### src/hdl/cpu_state_pkg.sv
package cpu_state_pkg;
  typedef logic [31:0] word_t;
  typedef logic [7:0] addr_t;

  // Fetch addresses and control-word layout
  localparam word_t RESET_VECTOR = 32'hA000_0000;
  localparam word_t FETCH_STEP = 32'h0000_0002;
  localparam word_t PRIV_VEC_OFFSET = 32'h0000_0100;
  localparam int unsigned PRIV_BIT_POS = 30;
  localparam int unsigned SLEEP_POS = 0;
  localparam int unsigned STANDBY_POS = 1;

  // Reset values
  localparam word_t SW_RESET = 32'h4000_0000;
  localparam word_t ZERO_WORD = 32'h0000_0000;

  // Register byte addresses
  localparam addr_t A_CTRL = 8'h00;
  localparam addr_t A_STATUS = 8'h04;
  localparam addr_t A_SW = 8'h08;
  localparam addr_t A_VBR = 8'h0C;
  localparam addr_t A_SAVED_CNT = 8'h10;
  localparam addr_t A_SAVED_SW = 8'h14;
  localparam addr_t A_FETCH = 8'h18;
  localparam addr_t A_BUSCTL = 8'h1C;

  // Bus responses
  localparam logic [1:0] RESP_OKAY = 2'h0;
  localparam logic [1:0] RESP_SLVERR = 2'h2;
  localparam logic [1:0] RESP_DECERR = 2'h3;

  // Processor states, Gray along reset, exception, run, bus release, power down
  typedef enum logic [2:0] {
    ST_RESET = 3'h0,
    ST_EXC = 3'h1,
    ST_RUN = 3'h3,
    ST_BUSREL = 3'h2,
    ST_PDOWN = 3'h6
  } proc_state_e;

  // Register write request from the bus slave
  typedef struct packed {
    addr_t addr;
    word_t data;
    logic [3:0] strb;
  } reg_wr_s;

  // Byte-lane merge of a register write
  function automatic word_t apply_strb(input word_t old_v, input word_t new_v, input logic [3:0] strb);
    word_t r;
    r = old_v;
    for (int i = 0; i < 4; i++) begin
      if (strb[i]) begin
        r[i*8 +: 8] = new_v[i*8 +: 8];
      end
    end
    return r;
  endfunction : apply_strb
endpackage : cpu_state_pkg

### src/hdl/reset_select.sv
`timescale 1ns/1ps
`default_nettype none
module reset_select
  import cpu_state_pkg::*;
(
  input wire logic ref_clk, // CPU clock
  input wire logic resetn, // Async reset, active low
  input wire logic power_on_reset_n, // Power-on reset pin
  input wire logic manual_reset_n, // Manual reset pin
  output logic por_active, // Power-on reset in force
  output logic man_active // Manual reset in force
);
  // Pin levels registered; power-on reset held asserted, manual reset held clear, through async reset
  always_ff @(posedge ref_clk or negedge resetn) begin
    if (!resetn) begin
      por_active <= 1'b1;
      man_active <= 1'b0;
    end else begin
      por_active <= !power_on_reset_n;
      man_active <= !manual_reset_n;
    end
  end
endmodule : reset_select
`default_nettype wire

### src/hdl/axi_lite_slave.sv
`timescale 1ns/1ps
`default_nettype none
module axi_lite_slave
  import cpu_state_pkg::*;
(
  input wire logic ref_clk, // CPU clock
  input wire logic resetn, // Async reset, active low
  input wire logic [7:0] s_axi_awaddr, // Write address
  input wire logic s_axi_awvalid, // Write address valid
  output logic s_axi_awready, // Write address ready
  input wire logic [31:0] s_axi_wdata, // Write data
  input wire logic [3:0] s_axi_wstrb, // Write strobes
  input wire logic s_axi_wvalid, // Write data valid
  output logic s_axi_wready, // Write data ready
  output logic [1:0] s_axi_bresp, // Write response
  output logic s_axi_bvalid, // Write response valid
  input wire logic s_axi_bready, // Write response ready
  input wire logic [7:0] s_axi_araddr, // Read address
  input wire logic s_axi_arvalid, // Read address valid
  output logic s_axi_arready, // Read address ready
  output logic [31:0] s_axi_rdata, // Read data
  output logic [1:0] s_axi_rresp, // Read response
  output logic s_axi_rvalid, // Read data valid
  input wire logic s_axi_rready, // Read data ready
  output logic wr_req, // Write pulse to core
  output reg_wr_s wr, // Write address, data, strobes
  input wire logic [1:0] wr_resp, // Core verdict on write
  output logic rd_req, // Read pulse to core
  output addr_t rd_addr, // Read address to core
  input wire logic [31:0] rd_data, // Core read data
  input wire logic [1:0] rd_resp // Core verdict on read
);
  addr_t wr_addr_q;
  word_t wr_data_q;
  logic [3:0] wr_strb_q;

  // Captured write request, one driver per field
  assign wr = {wr_addr_q, wr_data_q, wr_strb_q};

  // Both halves held and no response pending
  assign wr_req = !s_axi_awready && !s_axi_wready && !s_axi_bvalid;
  assign rd_req = !s_axi_arready && !s_axi_rvalid;

  // Write address capture
  always_ff @(posedge ref_clk or negedge resetn) begin
    if (!resetn) begin
      s_axi_awready <= 1'b1;
      wr_addr_q <= 8'h00;
    end else if (s_axi_awvalid && s_axi_awready) begin
      s_axi_awready <= 1'b0;
      wr_addr_q <= s_axi_awaddr;
    end else if (wr_req) begin
      s_axi_awready <= 1'b1;
    end
  end

  // Write data capture
  always_ff @(posedge ref_clk or negedge resetn) begin
    if (!resetn) begin
      s_axi_wready <= 1'b1;
      wr_data_q <= ZERO_WORD;
      wr_strb_q <= 4'h0;
    end else if (s_axi_wvalid && s_axi_wready) begin
      s_axi_wready <= 1'b0;
      wr_data_q <= s_axi_wdata;
      wr_strb_q <= s_axi_wstrb;
    end else if (wr_req) begin
      s_axi_wready <= 1'b1;
    end
  end

  // Write response
  always_ff @(posedge ref_clk or negedge resetn) begin
    if (!resetn) begin
      s_axi_bvalid <= 1'b0;
      s_axi_bresp <= RESP_OKAY;
    end else if (wr_req) begin
      s_axi_bvalid <= 1'b1;
      s_axi_bresp <= wr_resp;
    end else if (s_axi_bready) begin
      s_axi_bvalid <= 1'b0;
    end
  end

  // Read address, data and response
  always_ff @(posedge ref_clk or negedge resetn) begin
    if (!resetn) begin
      s_axi_arready <= 1'b1;
      rd_addr <= 8'h00;
      s_axi_rvalid <= 1'b0;
      s_axi_rdata <= ZERO_WORD;
      s_axi_rresp <= RESP_OKAY;
    end else begin
      if (s_axi_arvalid && s_axi_arready) begin
        s_axi_arready <= 1'b0;
        rd_addr <= s_axi_araddr;
      end else if (rd_req) begin
        s_axi_arready <= 1'b1;
      end
      if (rd_req) begin
        s_axi_rvalid <= 1'b1;
        s_axi_rdata <= rd_data;
        s_axi_rresp <= rd_resp;
      end else if (s_axi_rready) begin
        s_axi_rvalid <= 1'b0;
      end
    end
  end
endmodule : axi_lite_slave
`default_nettype wire

### src/hdl/cpu_state_mode_control.sv
// Implementation choices: the address map and register access over AXI4-Lite.
`timescale 1ns/1ps
`default_nettype none
module cpu_state_mode_control
  import cpu_state_pkg::*;
(
  input wire logic ref_clk, // CPU clock, 40 MHz
  input wire logic resetn, // Async reset, active low
  input wire logic power_on_reset_n, // Power-on reset pin
  input wire logic manual_reset_n, // Manual reset pin
  input wire logic bus_request, // External master wants the bus
  output logic bus_grant, // Bus released to requester
  input wire logic event_req, // Exception or interrupt request
  input wire logic [31:0] event_offset, // Vector offset of the request
  output logic event_ack, // Request taken
  input wire logic event_return, // End of exception handling
  output logic [31:0] fetch_addr, // Instruction fetch address
  output logic fetch_en, // Fetch in progress
  output logic privileged, // Privileged mode
  output logic sleep_mode, // Sleep power down
  output logic standby_mode, // Standby power down
  output logic periph_reset_n, // Peripheral reset, active low
  output logic bus_ctrl_reset_n, // Bus controller reset, active low
  output logic [2:0] state_code, // Current processor state
  input wire logic [7:0] s_axi_awaddr, // Write address
  input wire logic s_axi_awvalid, // Write address valid
  output logic s_axi_awready, // Write address ready
  input wire logic [31:0] s_axi_wdata, // Write data
  input wire logic [3:0] s_axi_wstrb, // Write strobes
  input wire logic s_axi_wvalid, // Write data valid
  output logic s_axi_wready, // Write data ready
  output logic [1:0] s_axi_bresp, // Write response
  output logic s_axi_bvalid, // Write response valid
  input wire logic s_axi_bready, // Write response ready
  input wire logic [7:0] s_axi_araddr, // Read address
  input wire logic s_axi_arvalid, // Read address valid
  output logic s_axi_arready, // Read address ready
  output logic [31:0] s_axi_rdata, // Read data
  output logic [1:0] s_axi_rresp, // Read response
  output logic s_axi_rvalid, // Read data valid
  input wire logic s_axi_rready // Read data ready
);
  proc_state_e state, next_state;
  logic por_active, man_active, in_reset;
  logic cause_reset, priv_pend, priv_set, priv_take;
  logic wr_req, rd_req, wr_ok, priv_bit;
  logic [1:0] wr_resp, rd_resp, pd_cmd;
  reg_wr_s wr;
  addr_t rd_addr;
  word_t rd_data, pc, status_word, saved_pc, saved_sw, vbr, bus_ctrl, off_q;

  // Address classes
  function automatic logic is_mapped(input addr_t a);
    return a == A_CTRL || a == A_STATUS || a == A_SW || a == A_VBR || a == A_SAVED_CNT || a == A_SAVED_SW
      || a == A_FETCH
      || a == A_BUSCTL;
  endfunction : is_mapped

  function automatic logic is_priv(input addr_t a);
    return a == A_CTRL || a == A_SW || a == A_VBR || a == A_SAVED_SW || a == A_BUSCTL;
  endfunction : is_priv

  reset_select u_rst (
    .ref_clk(ref_clk),
    .resetn(resetn),
    .power_on_reset_n(power_on_reset_n),
    .manual_reset_n(manual_reset_n),
    .por_active(por_active),
    .man_active(man_active)
  );

  axi_lite_slave u_bus (
    .ref_clk(ref_clk),
    .resetn(resetn),
    .s_axi_awaddr(s_axi_awaddr),
    .s_axi_awvalid(s_axi_awvalid),
    .s_axi_awready(s_axi_awready),
    .s_axi_wdata(s_axi_wdata),
    .s_axi_wstrb(s_axi_wstrb),
    .s_axi_wvalid(s_axi_wvalid),
    .s_axi_wready(s_axi_wready),
    .s_axi_bresp(s_axi_bresp),
    .s_axi_bvalid(s_axi_bvalid),
    .s_axi_bready(s_axi_bready),
    .s_axi_araddr(s_axi_araddr),
    .s_axi_arvalid(s_axi_arvalid),
    .s_axi_arready(s_axi_arready),
    .s_axi_rdata(s_axi_rdata),
    .s_axi_rresp(s_axi_rresp),
    .s_axi_rvalid(s_axi_rvalid),
    .s_axi_rready(s_axi_rready),
    .wr_req(wr_req),
    .wr(wr),
    .wr_resp(wr_resp),
    .rd_req(rd_req),
    .rd_addr(rd_addr),
    .rd_data(rd_data),
    .rd_resp(rd_resp)
  );

  // Mode and access checks
  assign in_reset = por_active || man_active;
  assign priv_bit = status_word[PRIV_BIT_POS];
  assign privileged = status_word[PRIV_BIT_POS];
  assign state_code = state;
  assign fetch_addr = pc;
  assign wr_ok = wr_req && is_mapped(wr.addr) && (priv_bit || !is_priv(wr.addr));
  assign priv_set = (wr_req && is_mapped(wr.addr) && is_priv(wr.addr) && !priv_bit)
    || (rd_req && is_mapped(rd_addr) && is_priv(rd_addr) && !priv_bit);
  assign priv_take = state == ST_RUN && next_state == ST_EXC && priv_pend;

  // Write verdict
  always_comb begin
    if (!is_mapped(wr.addr)) begin
      wr_resp = RESP_DECERR;
    end else if (is_priv(wr.addr) && !priv_bit) begin
      wr_resp = RESP_SLVERR;
    end else begin
      wr_resp = RESP_OKAY;
    end
  end

  // Read mux and verdict
  always_comb begin
    rd_data = ZERO_WORD;
    rd_resp = RESP_OKAY;
    if (!is_mapped(rd_addr)) begin
      rd_resp = RESP_DECERR;
    end else if (is_priv(rd_addr) && !priv_bit) begin
      rd_resp = RESP_SLVERR;
    end else if (rd_addr == A_CTRL) begin
      rd_data = {30'h0000_0000, pd_cmd};
    end else if (rd_addr == A_STATUS) begin
      rd_data = {28'h000_0000, priv_bit, state};
    end else if (rd_addr == A_SW) begin
      rd_data = status_word;
    end else if (rd_addr == A_VBR) begin
      rd_data = vbr;
    end else if (rd_addr == A_SAVED_CNT) begin
      rd_data = saved_pc;
    end else if (rd_addr == A_SAVED_SW) begin
      rd_data = saved_sw;
    end else if (rd_addr == A_FETCH) begin
      rd_data = pc;
    end else begin
      rd_data = bus_ctrl;
    end
  end

  // Next processor state
  always_comb begin
    next_state = state;
    case (state)
      ST_RESET: next_state = ST_EXC;
      ST_EXC: next_state = ST_RUN;
      ST_RUN: begin
        if (priv_pend || event_req) begin
          next_state = ST_EXC;
        end else if (bus_request) begin
          next_state = ST_BUSREL;
        end else if (pd_cmd != 2'h0) begin
          next_state = ST_PDOWN;
        end
      end
      ST_BUSREL: begin
        if (!bus_request) begin
          next_state = ST_RUN;
        end
      end
      ST_PDOWN: begin
        if (event_req) begin
          next_state = ST_EXC;
        end
      end
      default: next_state = ST_RESET;
    endcase
    if (in_reset) begin
      next_state = ST_RESET;
    end
  end

  // State register and reset cause
  always_ff @(posedge ref_clk or negedge resetn) begin
    if (!resetn) begin
      state <= ST_RESET;
      cause_reset <= 1'b1;
    end else begin
      state <= next_state;
      cause_reset <= next_state == ST_RESET || (cause_reset && next_state == ST_EXC);
    end
  end

  // Pending privilege violation, set wins over take
  always_ff @(posedge ref_clk or negedge resetn) begin
    if (!resetn) begin
      priv_pend <= 1'b0;
    end else if (in_reset) begin
      priv_pend <= 1'b0;
    end else begin
      priv_pend <= (priv_pend && !priv_take) || priv_set;
    end
  end

  // Vector offset capture and request acknowledge
  always_ff @(posedge ref_clk or negedge resetn) begin
    if (!resetn) begin
      off_q <= ZERO_WORD;
      event_ack <= 1'b0;
    end else begin
      event_ack <= next_state == ST_EXC && state != ST_RESET && !priv_take;
      if (next_state == ST_EXC && state != ST_RESET) begin
        off_q <= priv_take ? PRIV_VEC_OFFSET : event_offset;
      end
    end
  end

  // Program counter
  always_ff @(posedge ref_clk or negedge resetn) begin
    if (!resetn) begin
      pc <= RESET_VECTOR;
    end else if (state == ST_EXC) begin
      pc <= cause_reset ? RESET_VECTOR : word_t'(vbr + off_q);
    end else if (state == ST_RUN && next_state == ST_RUN) begin
      pc <= event_return ? saved_pc : word_t'(pc + FETCH_STEP);
    end
  end

  // Status word, privilege bit
  always_ff @(posedge ref_clk or negedge resetn) begin
    if (!resetn) begin
      status_word <= SW_RESET;
    end else if (state == ST_RESET) begin
      status_word <= SW_RESET;
    end else if (state == ST_EXC) begin
      status_word[PRIV_BIT_POS] <= 1'b1;
    end else if (state == ST_RUN && next_state == ST_RUN && event_return) begin
      status_word[PRIV_BIT_POS] <= 1'b0;
    end else if (wr_ok && wr.addr == A_SW) begin
      status_word <= apply_strb(status_word, wr.data, wr.strb);
    end
  end

  // Saved context
  always_ff @(posedge ref_clk or negedge resetn) begin
    if (!resetn) begin
      saved_pc <= ZERO_WORD;
      saved_sw <= ZERO_WORD;
    end else if (state == ST_RESET) begin
      saved_pc <= ZERO_WORD;
      saved_sw <= ZERO_WORD;
    end else if (state == ST_EXC && !cause_reset) begin
      saved_pc <= pc;
      saved_sw <= status_word;
    end
  end

  // Vector base
  always_ff @(posedge ref_clk or negedge resetn) begin
    if (!resetn) begin
      vbr <= ZERO_WORD;
    end else if (state == ST_RESET) begin
      vbr <= ZERO_WORD;
    end else if (wr_ok && wr.addr == A_VBR) begin
      vbr <= apply_strb(vbr, wr.data, wr.strb);
    end
  end

  // Bus controller register, cleared by power-on reset only
  always_ff @(posedge ref_clk or negedge resetn) begin
    if (!resetn) begin
      bus_ctrl <= ZERO_WORD;
    end else if (por_active) begin
      bus_ctrl <= ZERO_WORD;
    end else if (wr_ok && wr.addr == A_BUSCTL) begin
      bus_ctrl <= apply_strb(bus_ctrl, wr.data, wr.strb);
    end
  end

  // Power-down command
  always_ff @(posedge ref_clk or negedge resetn) begin
    if (!resetn) begin
      pd_cmd <= 2'h0;
    end else if (state == ST_RESET || next_state == ST_PDOWN) begin
      pd_cmd <= 2'h0;
    end else if (wr_ok && wr.addr == A_CTRL && wr.strb[0]) begin
      pd_cmd <= wr.data[STANDBY_POS:SLEEP_POS];
    end
  end

  // Registered outputs
  always_ff @(posedge ref_clk or negedge resetn) begin
    if (!resetn) begin
      bus_grant <= 1'b0;
      fetch_en <= 1'b0;
      sleep_mode <= 1'b0;
      standby_mode <= 1'b0;
      periph_reset_n <= 1'b0;
      bus_ctrl_reset_n <= 1'b0;
    end else begin
      bus_grant <= next_state == ST_BUSREL;
      fetch_en <= next_state == ST_RUN;
      if (state == ST_RUN && next_state == ST_PDOWN) begin
        sleep_mode <= !pd_cmd[STANDBY_POS];
        standby_mode <= pd_cmd[STANDBY_POS];
      end else if (next_state != ST_PDOWN) begin
        sleep_mode <= 1'b0;
        standby_mode <= 1'b0;
      end
      periph_reset_n <= !in_reset;
      bus_ctrl_reset_n <= !por_active;
    end
  end
endmodule : cpu_state_mode_control
`default_nettype wire

### config.mk
export PLATFORM = sky130hd
export DESIGN_NAME = cpu_state_mode_control
export DESIGN_NICKNAME = d
export VERILOG_FILES = /design/src/hdl/cpu_state_pkg.sv /design/src/hdl/reset_select.sv /design/src/hdl/axi_lite_slave.sv /design/src/hdl/cpu_state_mode_control.sv
export SDC_FILE = /design/constraint.sdc
export NUM_CORES = 1
export LEC_CHECK = 0
export BUFFER_PORTS_ARGS = -buffer_cell sky130_fd_sc_hd__buf_2
export CORE_MARGIN = 1
export CORE_UTILIZATION = 60
export CTS_BUF_LIST = sky130_fd_sc_hd__clkbuf_16
export DETAILED_ROUTE_END_ITERATION = 8
export GPL_ROUTABILITY_DRIVEN = 0
export PLACE_DENSITY = 0.87
export SYNTH_ARGS = -nofsm -noshare
export SYNTH_HDL_FRONTEND = slang
export SYNTH_SLANG_ARGS = --single-unit
### constraint.sdc
create_clock -name ref_clk -period 5.35 [get_ports ref_clk]
set_input_delay 0.2675 -clock ref_clk [delete_from_list [all_inputs] [get_ports ref_clk]]
set_output_delay 0.2675 -clock ref_clk [all_outputs]
set_load 0.02 [all_outputs]
Word level (Yosys, flattened, before mapping)
Cells that the tools add are included.

cells by class
  $add $sub $neg = 2
  equality and inequality tests = 25
  multiplexer cells = 60
  reductions and logical operators = 114

operator list
  operator                                              count
  two-way mux 32 bit                                    24
  equality test 8 x 5 -> 1 bit (second input constant)  8
  two-way mux 30 bit                                    2
  nonzero test 2 bit                                    21
  adder 32 x 2 -> 32 bit (second input constant)        1
  adder 32 bit                                          1
  equality test 8 x 4 -> 1 bit (second input constant)  4
  two-way mux 8 bit                                     4
  logical AND 1 bit                                     30
  logical OR 1 bit                                      29
  two-way mux 3 bit                                     6
  AND reduction 2 bit                                   9
  two-way mux 1 bit                                     17
  equality test 8 x 3 -> 1 bit (second input constant)  2
  logical NOT 8 bit                                     2
  AND reduction 4 bit                                   4
  case mux 3 bit (5 select lines)                       1
  logical NOT 1 bit                                     14
  equality test 3 x 2 -> 1 bit (second input constant)  4
  two-way mux 2 bit                                     6
  nonzero test 4 bit                                    2
  equality test 3 x 1 -> 1 bit (second input constant)  2
  equality test 3 bit (second input constant)           2
  logical NOT 3 bit                                     2
  other kinds (4)                                       4

word-level totals
  flip-flop bits (word level) = 333
  input bits = 96
  output and inout bits = 84
  word-level logic and storage cells = 243

Logic depth before layout (Yosys ltp)
Gate-level depths: netlist (run 1).

  depth after elaboration = 15
  mapped depth = 11

By module
From an unflattened synthesis (run 1), not the netlist that was laid out.

second synthesis, totals
  cell total of the unflattened synthesis = 1778
  area total of the unflattened synthesis = 17740.8 um^2

by module, submodules not included
  module                  instances  cells each  area each (um^2)  seq. area each (um^2)
  cpu_state_mode_control  1          1573        14199.9           5960.7
  axi_lite_slave          1          201         3482.1            2331.0
  reset_select            1          4           58.8              51.3

Worst setup path after synthesis (run 1)
OpenSTA, ideal clock, no wires.

  path type = register to register
  start = register vbr[0]
  end = register pc[20] (netlist: fetch_addr[20])
  library setup time = 131 ps
  data arrival time = 2680 ps
  setup slack = 2539 ps
  cell stages (with the launch flop) = 11
  path buffers = 0
  clock period less this slack = 2811 ps
  path through = dfrtp_1 ha_1 fa_1 a21o_1 a221oi_1 nor3_1 a41o_1 nor2_1 o221ai_1 and4b_1 or3_1

on the way
  cells in the longest elaborated chain, start to end = 3

RTL lines
  element                 line                           text
  start, declared         cpu_state_mode_control.sv:50   word_t rd_data, pc, status_word, saved_pc, saved_sw, vbr, bus_ctrl, off_q;
  start signal, assigned  cpu_state_mode_control.sv:264  vbr <= apply_strb(vbr, wr.data, wr.strb);
  adder 32 bit            cpu_state_mode_control.sv:222  pc <= cause_reset ? RESET_VECTOR : word_t'(vbr + off_q);
  two-way mux 32 bit      cpu_state_mode_control.sv:222
  two-way mux 32 bit      cpu_state_mode_control.sv:221  end else if (state == ST_EXC) begin
  end signal, assigned    cpu_state_mode_control.sv:222
  end signal, assigned    cpu_state_mode_control.sv:224  pc <= event_return ? saved_pc : word_t'(pc + FETCH_STEP);
  end, declared           cpu_state_mode_control.sv:50

Every way passes these cells.
A chain may end at the register's enable or synchronous reset.

Worst setup path in the final report (run 1)
  start = register u_bus.rd_addr[0]
  end = register u_bus.s_axi_rdata[21]

on the way
  cells in the longest elaborated chain, start to end = 10

RTL lines
  element                       line                                                         text
  start, declared               axi_lite_slave.sv:29                                         output addr_t rd_addr,
  start signal, assigned        axi_lite_slave.sv:96                                         rd_addr <= s_axi_araddr;
  equality test 8 x 5 -> 1 bit  cpu_state_mode_control.sv:55, cpu_state_mode_control.sv:143
  two-way mux 32 bit            cpu_state_mode_control.sv:143                                end else if (rd_addr == A_FETCH) begin
  two-way mux 32 bit            cpu_state_mode_control.sv:141                                end else if (rd_addr == A_SAVED_SW) begin
  two-way mux 32 bit            cpu_state_mode_control.sv:139                                end else if (rd_addr == A_SAVED_CNT) begin
  two-way mux 32 bit            cpu_state_mode_control.sv:137                                end else if (rd_addr == A_VBR) begin
  two-way mux 32 bit            cpu_state_mode_control.sv:135                                end else if (rd_addr == A_SW) begin
  two-way mux 32 bit            cpu_state_mode_control.sv:133                                end else if (rd_addr == A_STATUS) begin
  two-way mux 32 bit            cpu_state_mode_control.sv:131                                end else if (rd_addr == A_CTRL) begin
  two-way mux 32 bit            cpu_state_mode_control.sv:129                                end else if (is_priv(rd_addr) && !priv_bit) begin
  two-way mux 32 bit (*)        cpu_state_mode_control.sv:127                                if (!is_mapped(rd_addr)) begin
  end signal, assigned          axi_lite_slave.sv:102                                        s_axi_rdata <= rd_data;
  end, declared                 axi_lite_slave.sv:21                                         output logic [31:0] s_axi_rdata,

Every way passes the cells marked *; elsewhere a longest branch is shown, timed or not.

==> flow_metrics.env, run 1 <==
export IMPL_die_h_um=171
export IMPL_pd_cells_mw_per_mm2=399
export IMPL_vdd_ir_drop_worst_mv=0.337
export IMPL_p_total_mw=8.10
export IMPL_syn_avg_cell_area_sq_um=9.24
export IMPL_number_of_placement_rows=61
export IMPL_layout_cells_most_common="nand2_1"
export IMPL_synth_yosys_warnings=0
export IMPL_report_final_setup_viol=0
export IMPL_synth_top_cells_by_area="dfrtp_1 (47%), nand2_1 (7.6%), nand3_1 (3.8%), mux2_2 (3.7%), a21oi_1 (3.7%)"
export IMPL_finalWorstPathRequiredPeriod_ps=3410
export IMPL_ctsHoldBuffers=88
export IMPL_area_growth_syn_to_layout_pct=18.4
export IMPL_tritoncts_clock_tree="done"
export IMPL_synth_mux_area_fraction_pct=6.02
export IMPL_cts_repair_timing_setup_buffer_count=0
export IMPL_yosysSeqAreaShare_pct=48.7
export IMPL_synth_ff_type="dfrtp_1"
export IMPL_antenna_violations_before_repair=0
export IMPL_post_layout_nonfiller_instances=2459
export IMPL_finClkSkew_ps=19.2
export IMPL_status="finished clean"
export IMPL_wire_per_inst_um=21.8
export IMPL_power_sequential_fraction_pct=45.1
export IMPL_die_area_sq_mm=0.0292
export IMPL_global_route_usage_met3_pct=6.27
export IMPL_worst_hold_path_type="in -> reg"
export IMPL_maximum_number_of_pins_on_one_net_before_global_route_repair=118
export IMPL_antenna_cells_inserted=0
export IMPL_h_tree_levels=2
export IMPL_synth_xor_area_share_pct=2.10
export IMPL_first_iter_violations=2172
export IMPL_globalRouteMet1Util_pct=48.4
export IMPL_die_w_um=171
export IMPL_first_global_vias=16000
export IMPL_cts_made_buffers=37
export IMPL_drv_max_cap_violation_count=0
export IMPL_max_freq_mhz=293
export IMPL_dpl_cell_area_sq_mm=0.0183
export IMPL_proportion_of_register_bits_with_asynchronous_set_or_reset_after_synthesis_pct=100
export IMPL_synth_largest_type_area_fraction_pct=47.5
export IMPL_power_internal_mw=5.23
export IMPL_switching_power_mw=2.87
export IMPL_p_leak_nw=9.30
export IMPL_pin_count=180
export IMPL_worstRegToRegCells=9
export IMPL_core_outline_area_sq_mm=0.0279
export IMPL_crit_chain="nor4_1 > and2_1 > nand3b_1 > inv_2 > nand2_1 > buf_4 > o21ai_1 > a31oi_1 > a221o_1"
export IMPL_startpoint_to_endpoint_class_of_the_critical_path="reg -> reg"
export IMPL_cp_data_arrival_time_ps=3800
export IMPL_worst_path_largest_cell_delay_ps=610
export IMPL_cts_repair_resize_count=0
export IMPL_swShare_pct=35.5
export IMPL_routed_vias_inst=6.59
export IMPL_drt_antenna_violating_nets=0
export IMPL_grt_most_used_layer="met2"
export IMPL_floorplan_initialDensity_pct=61.4
export IMPL_post_dp_hpwl_um=33800
export IMPL_rsz0062_at_grt="false"
export IMPL_clock_tree_root_cell="clkbuf_16"
export IMPL_track_usage_pct=37.0
export IMPL_cts_sink_count=333
export IMPL_io_buffer_count=179
export IMPL_synth_top_cell_by_area="dfrtp_1"
export IMPL_total_via_count_after_detailed_routing=16200
export IMPL_route_final_wire_length_um=53600
export IMPL_timing_setup_tns_ps=0
export IMPL_dominant_combinational_cell_family_by_area_after_synthesis="compound AO/OA/AOI/OAI gates"
export IMPL_synth_area_sq_mm=0.0171
export IMPL_finalMaxSlewViolations=0
export IMPL_synth_compound_area_share_pct=19.2
export IMPL_combinational_cell_fraction_of_total_power_pct=24.7
export IMPL_first_pass_iteration_count_of_the_detailed_router=6
export IMPL_clkPwrFrac_pct=30.2
export IMPL_synth_simple_area_share_pct=18.0
export IMPL_clk_insertion_delay_late_ps=520
export IMPL_clk_pin_slew_ps=60
export IMPL_ys_seq_elements=333
export IMPL_postSynthCellCount=1855
export IMPL_route_detailed_drc=0
export IMPL_mostFrequentLayoutCells="nand2_1 (347), dfrtp_1 (324), buf_2 (178), nand3_1 (130), a21oi_1 (125)"
export IMPL_start_kind="register"
export IMPL_fin_crit_sh_pct=63.7
export IMPL_holdPathStages=2
export IMPL_crit_path_top_delay_cell="nand2_1"
export IMPL_clockBufferDepth=3
export IMPL_end_kind="register"
export IMPL_grt_pass1_wl_um=84100
export IMPL_tightestPinTransition_ps=1340
export IMPL_critical_path_peak_fanout=29
export IMPL_whs_ps=3.33
export IMPL_area_of_all_placed_cells_without_fillers_sq_mm=0.0203
export IMPL_post_synth_fa_ha_maj_area_fraction_pct=2.45
export IMPL_critical_path_required_ps=5740
export IMPL_place_detailed_instances=2307
export IMPL_hold_viol=0
export IMPL_timing_slew_headroom_pct=10.6
export IMPL_synthDistinctLibCells=73
export IMPL_grt_met2_usage_pct=59.1
export IMPL_layout_drive_gt1_share_pct=16.3
export IMPL_final_net_count=2186
export IMPL_mappedNetlistNets=1984
export IMPL_synth_edff_count=0
export IMPL_grt_overflow_total=0
worst max-delay path, delay by kind of cell (launching register included):
kind / cells / cell delay, ps
buf+inv: 2 / 690
compound gates: 3 / 510
simple gates: 4 / 1630
flops: 1 / 410
flip-flops by register name, summed over array words and instances (netlist names), 2 cells and up:
register / count
bus_ctrl: 32
u_bus.s_axi_rresp: 2
u_bus.wr_strb_q: 4
status_word: 32
u_bus.wr_addr_q: 8
state_code: 3
u_bus.wr_data_q: 32
saved_pc: 32
saved_sw: 32
u_bus.s_axi_rdata: 32
u_bus.s_axi_bresp: 2
off_q: 32
pd_cmd: 2
fetch_addr: 32
vbr: 32
u_bus.rd_addr: 8
cell type report:
| class | count | area [sq um] |
|---|---|---|
| clock buffers | 38 | 951 |
| clock inverters | 25 | 198 |
| fillers | 1971 | 7640 |
| inverters | 29 | 109 |
| multi-input cells | 1364 | 8230 |
| flip-flops and latches | 333 | 8350 |
| well taps | 378 | 473 |
| repair buffers | 292 | 1990 |
power by group through the flow:
stage | Combinational (mW) | Clock [mW] | Sequential (mW)
2_1_floorplan | 1.41 | 0 | 3.39
3_3_place_gp | 1.80 | 0 | 3.61
3_5_place_dp | 1.88 | 0 | 3.64
4_1_cts | 1.94 | 2.45 | 3.61
5_1_grt | 2.15 | 2.57 | 3.69
6_report | 2.00 | 2.45 | 3.66
Yosys cell counts (all sizes together), types with 4 or more instances:
| cell | count |
|---|---|
| a41oi | 5 |
| and2 | 6 |
| a31oi | 33 |
| o221ai | 10 |
| or3 | 11 |
| o21ai | 138 |
| a221oi | 15 |
| nor3 | 24 |
| a21o | 14 |
| o31ai | 6 |
| nand2b | 13 |
| nor2 | 105 |
| mux2i | 40 |
| nand3 | 130 |
| a211oi | 13 |
| nor2b | 10 |
| clkbuf | 106 |
| or2 | 5 |
| ha | 32 |
| a22oi | 4 |
| a22o | 62 |
| o22ai | 6 |
| a221o | 31 |
| o211ai | 4 |
| nand2 | 351 |
| mux2 | 56 |
| inv | 29 |
| nand4 | 12 |
| o21a | 5 |
| xnor2 | 20 |
| a21oi | 127 |
| xor2 | 21 |
| and3 | 10 |
| a211o | 4 |
| dfrtp | 325 |
| buf | 23 |
| dfstp | 8 |
| nor4 | 5 |
per-layer routing:
layer	share of wire [%]	wire length, um
met5	0	0
met3	10	5570
met2	47	25100
met4	5.1	2740
met1	38	20200
stage by stage:
step | util (%) | setup slack [ps]
4_1_cts | 72.6 | 2050
3_3_place_gp | 65.3 | 2190
6_report | 72.6 | 1940
3_5_place_dp | 65.3 | 2060
5_1_grt | 72.6 | 1850
2_1_floorplan | - | 2540
cell families (layout without fill, tap and decap cells):
logic type	count (synthesis)	count (layout)
flip-flops	333	333
AND/OR/NAND/NOR	697	697
AO/OA/AOI/OAI	497	497
buffers and inverters	158	384
XOR/XNOR	41	41
multiplexers	96	96
adder cells (fa/ha/maj)	33	33
final timing paths:
path | end | from | slack, ps
hold / removal | u_bus.wr_data_q[19] | s_axi_wdata[19] | 3
hold reg to reg | saved_sw[4] | status_word[4] | 490
setup reg to reg | u_bus.s_axi_rdata[21] | u_bus.rd_addr[0] | 1940
min in group asynchronous | u_bus.wr_data_q[26] | resetn | 370
max in group asynchronous | u_bus.s_axi_rdata[10] | resetn | 3620
setup / recovery | u_bus.s_axi_rdata[21] | u_bus.rd_addr[0] | 1940
Note: power is estimated with default switching activity, not from simulation.
==> run 2: changes to the inputs <==
--- a/config.mk
+++ b/config.mk
@@ -7,11 +7,11 @@
 export LEC_CHECK = 0
 export BUFFER_PORTS_ARGS = -buffer_cell sky130_fd_sc_hd__buf_2
 export CORE_MARGIN = 1
-export CORE_UTILIZATION = 60
+export CORE_UTILIZATION = 54
 export CTS_BUF_LIST = sky130_fd_sc_hd__clkbuf_16
 export DETAILED_ROUTE_END_ITERATION = 8
 export GPL_ROUTABILITY_DRIVEN = 0
-export PLACE_DENSITY = 0.87
+export PLACE_DENSITY = 0.83
 export SYNTH_ARGS = -nofsm -noshare
 export SYNTH_HDL_FRONTEND = slang
 export SYNTH_SLANG_ARGS = --single-unit
==> constraint.sdc (replaced) <==
create_clock -name ref_clk -period 2.85 [get_ports ref_clk]
set_input_delay 0.1425 -clock ref_clk [delete_from_list [all_inputs] [get_ports ref_clk]]
set_output_delay 0.1425 -clock ref_clk [all_outputs]
set_load 0.02 [all_outputs]
==> run 2 against run 1 <==
The run now ends with negative setup slack left. Setup slack got worse by 2000 ps. Cell area increased by 3.6%. Worst hold slack improved by 24 ps. Sequential power increased by 80%. First-iteration DRC count decreased by 2.7%. Total power increased by 92%. Final cell count increased by 3.4%. Die area increased by 11%. Maximum frequency increased by 19%. Non-clock buffer count increased by 62. Wire length decreased by 0.67%. Highest routed layer unchanged.
==> flow_metrics.env, run 2 (synthesis gave the netlist of run 1 again) <==
export IMPL_crit_path_top_delay_cell="dfrtp_1"
export IMPL_cts_sink_count=333
export IMPL_first_iter_violations=2114
export IMPL_first_global_vias=16000
export IMPL_met1_length_um=20800
export IMPL_hold_viol=0
export IMPL_pd_cells_mw_per_mm2=740
export IMPL_clockBufferDepth=3
export IMPL_critical_path_required_ps=3230
export IMPL_start_kind="register"
export IMPL_tritoncts_clock_tree="done"
export IMPL_drt_antenna_violating_nets=0
export IMPL_area_growth_syn_to_layout_pct=22.6
export IMPL_clock_tree_root_cell="clkbuf_16"
export IMPL_final_setup_worst_slack_ps=-25.0
export IMPL_core_outline_area_sq_mm=0.0309
export IMPL_critical_path_peak_fanout=2
export IMPL_setup_reg_to_reg_worst_slack_ps=-20
export IMPL_wl_met3_um=5660
export IMPL_finClkSkew_ps=27.6
export IMPL_clk_pin_slew_ps=60
export IMPL_post_dp_hpwl_um=34900
export IMPL_number_of_placement_rows=64
export IMPL_antenna_violations_before_repair=0
export IMPL_end_kind="register"
export IMPL_cts_made_buffers=38
export IMPL_failed_checks="negative setup slack"
export IMPL_layout_drive_gt1_share_pct=19.6
export IMPL_vdd_ir_drop_worst_mv=0.552
export IMPL_h_tree_levels=2
export IMPL_rsz0062_at_grt="true"
export IMPL_die_h_um=180
export IMPL_timing_slew_headroom_pct=31.7
export IMPL_first_pass_iteration_count_of_the_detailed_router=6
export IMPL_maxUsedRoutingLayer="met4"
export IMPL_route_detailed_drc=0
export IMPL_n_fill_cell=2297
export IMPL_io_buffer_count=179
export IMPL_antenna_cells_inserted=0
export IMPL_cp_data_arrival_time_ps=3260
export IMPL_worst_path_dominant_cell_family="compound AO/OA/AOI/OAI gates"
export IMPL_clk_insertion_delay_late_ps=530
export IMPL_worstRegToRegCells=10
export IMPL_r2r_path_end="fetch_addr[20]"
export IMPL_post_layout_nonfiller_instances=2543
export IMPL_crit_reg2reg_launch="off_q[0]"
export IMPL_startpoint_to_endpoint_class_of_the_critical_path="reg -> reg"
export IMPL_worst_path_largest_cell_delay_ps=410
export IMPL_status="finished with violations"
export IMPL_pin_count=180
export IMPL_layout_cells_most_common="nand2_1"
export IMPL_place_detailed_instances=2380
export IMPL_detailroute_wirelength_met2_um=24800
export IMPL_finalMaxSlewViolations=0
export IMPL_track_usage_pct=32.7
export IMPL_die_area_sq_mm=0.0325
export IMPL_route_final_wire_length_um=53300
export IMPL_report_final_setup_viol=2
export IMPL_finalWorstPathRequiredPeriod_ps=2870
export IMPL_fin_crit_sh_pct=101
export IMPL_timing_critical_path_buf_inv=0
export IMPL_die_w_um=180
export IMPL_p_leak_nw=9.64
export IMPL_maximum_number_of_pins_on_one_net_before_global_route_repair=94
export IMPL_mostFrequentLayoutCells="nand2_1 (347), dfrtp_1 (324), buf_2 (178), nand3_1 (130), a21oi_1 (120)"
export IMPL_tightestPinTransition_ps=1020
export IMPL_worstHoldStart="event_req"
export IMPL_terminating_pin_of_the_worst_hold_path="state_code[2]"
export IMPL_crit_chain="ha_2 > fa_2 > a21o_1 > a221oi_2 > nor3_2 > a41o_1 > nor2_2 > o221ai_2 > and4b_1 > or3_1"
export IMPL_dpl_worst_slack_ps=-203
export IMPL_holdPathStages=3
export IMPL_grt_overflow_total=0
export IMPL_routed_vias_inst=6.37
export IMPL_max_freq_mhz=348
export IMPL_worst_hold_path_type="in -> reg"
export IMPL_grt_pass1_wl_um=84900
export IMPL_total_via_count_after_detailed_routing=16200
export IMPL_floorplan_initialDensity_pct=55.4
export IMPL_final_net_count=2249
export IMPL_wire_per_inst_um=20.9
export IMPL_drv_max_cap_violation_count=0
run 2: metrics by stage:
stage | power, mW | utilization, % | hold slack, ps | instance area (sq um) | TNS [ps]
after CTS | 15.4 | 67.8 | 5.25 | 21000 | 0
after detailed placement | 10.5 | 60.8 | 190 | 18800 | -311
after global routing | 16.2 | 68.0 | 62.0 | 21000 | -230
after global placement | 10.3 | 60.8 | 192 | 18800 | -154
after floorplan | 9.01 | - | -153 | 17100 | 0
final | 15.6 | 68.0 | 27.0 | 21000 | -25.1
run 2: per-layer routing:
metal | up-vias | GRT usage [%]
met4 | 0 | 14.8
li1 | 7165 | -
met5 | - | 0
met1 | 7759 | 43.2
met3 | 170 | 6.12
met2 | 1098 | 52.7
run 2: what timing repair did:
item / CTS / global route
resized for setup: 6 / 11
hold buffers: 92 / 0
setup endpoints to repair: 6 / 29
pin swaps: 5 / 2
endpoints found under the hold margin: 164 / 0
buffers inserted: 2 / 2
run 2: worst reg2reg max path, stage by stage (launching register included):
cell and delay, ps:
dfrtp_1 410, ha_2 200, fa_2 350, a21o_1 200
a221oi_2 310, nor3_2 90, a41o_1 270, nor2_2 170
o221ai_2 120, and4b_1 220, or3_1 380
run 2: worst max path at each step:
| stage | from | endpoint | depth (start not counted) |
|---|---|---|---|
| floorplan | vbr[0] | fetch_addr[20] | 10 |
| global placement | vbr[0] | fetch_addr[20] | 10 |
| detailed placement | vbr[0] | fetch_addr[20] | 10 |
| CTS | vbr[0] | fetch_addr[20] | 10 |
| global route | vbr[0] | fetch_addr[20] | 10 |
| finish | off_q[0] | fetch_addr[20] | 10 |
run 2: layout make-up:
type / instances / area (sq um) / share of cell area (%)
inverters: 29 / 109 / 0.518
multi-input cells: 1364 / 8300 / 39.5
clock buffers: 39 / 976 / 4.64
flip-flops and latches: 333 / 8350 / 39.7
well taps: 396 / 495 / 2.36
clock inverters: 28 / 233 / 1.11
repair buffers: 354 / 2560 / 12.2
run 2: report_power, final:
part,internal (mW),switching (mW),total (mW)
sequential,5.59,1.00,6.59
clock,2.84,1.97,4.81
combinational,1.72,2.44,4.16
total,10.2,5.41,15.6
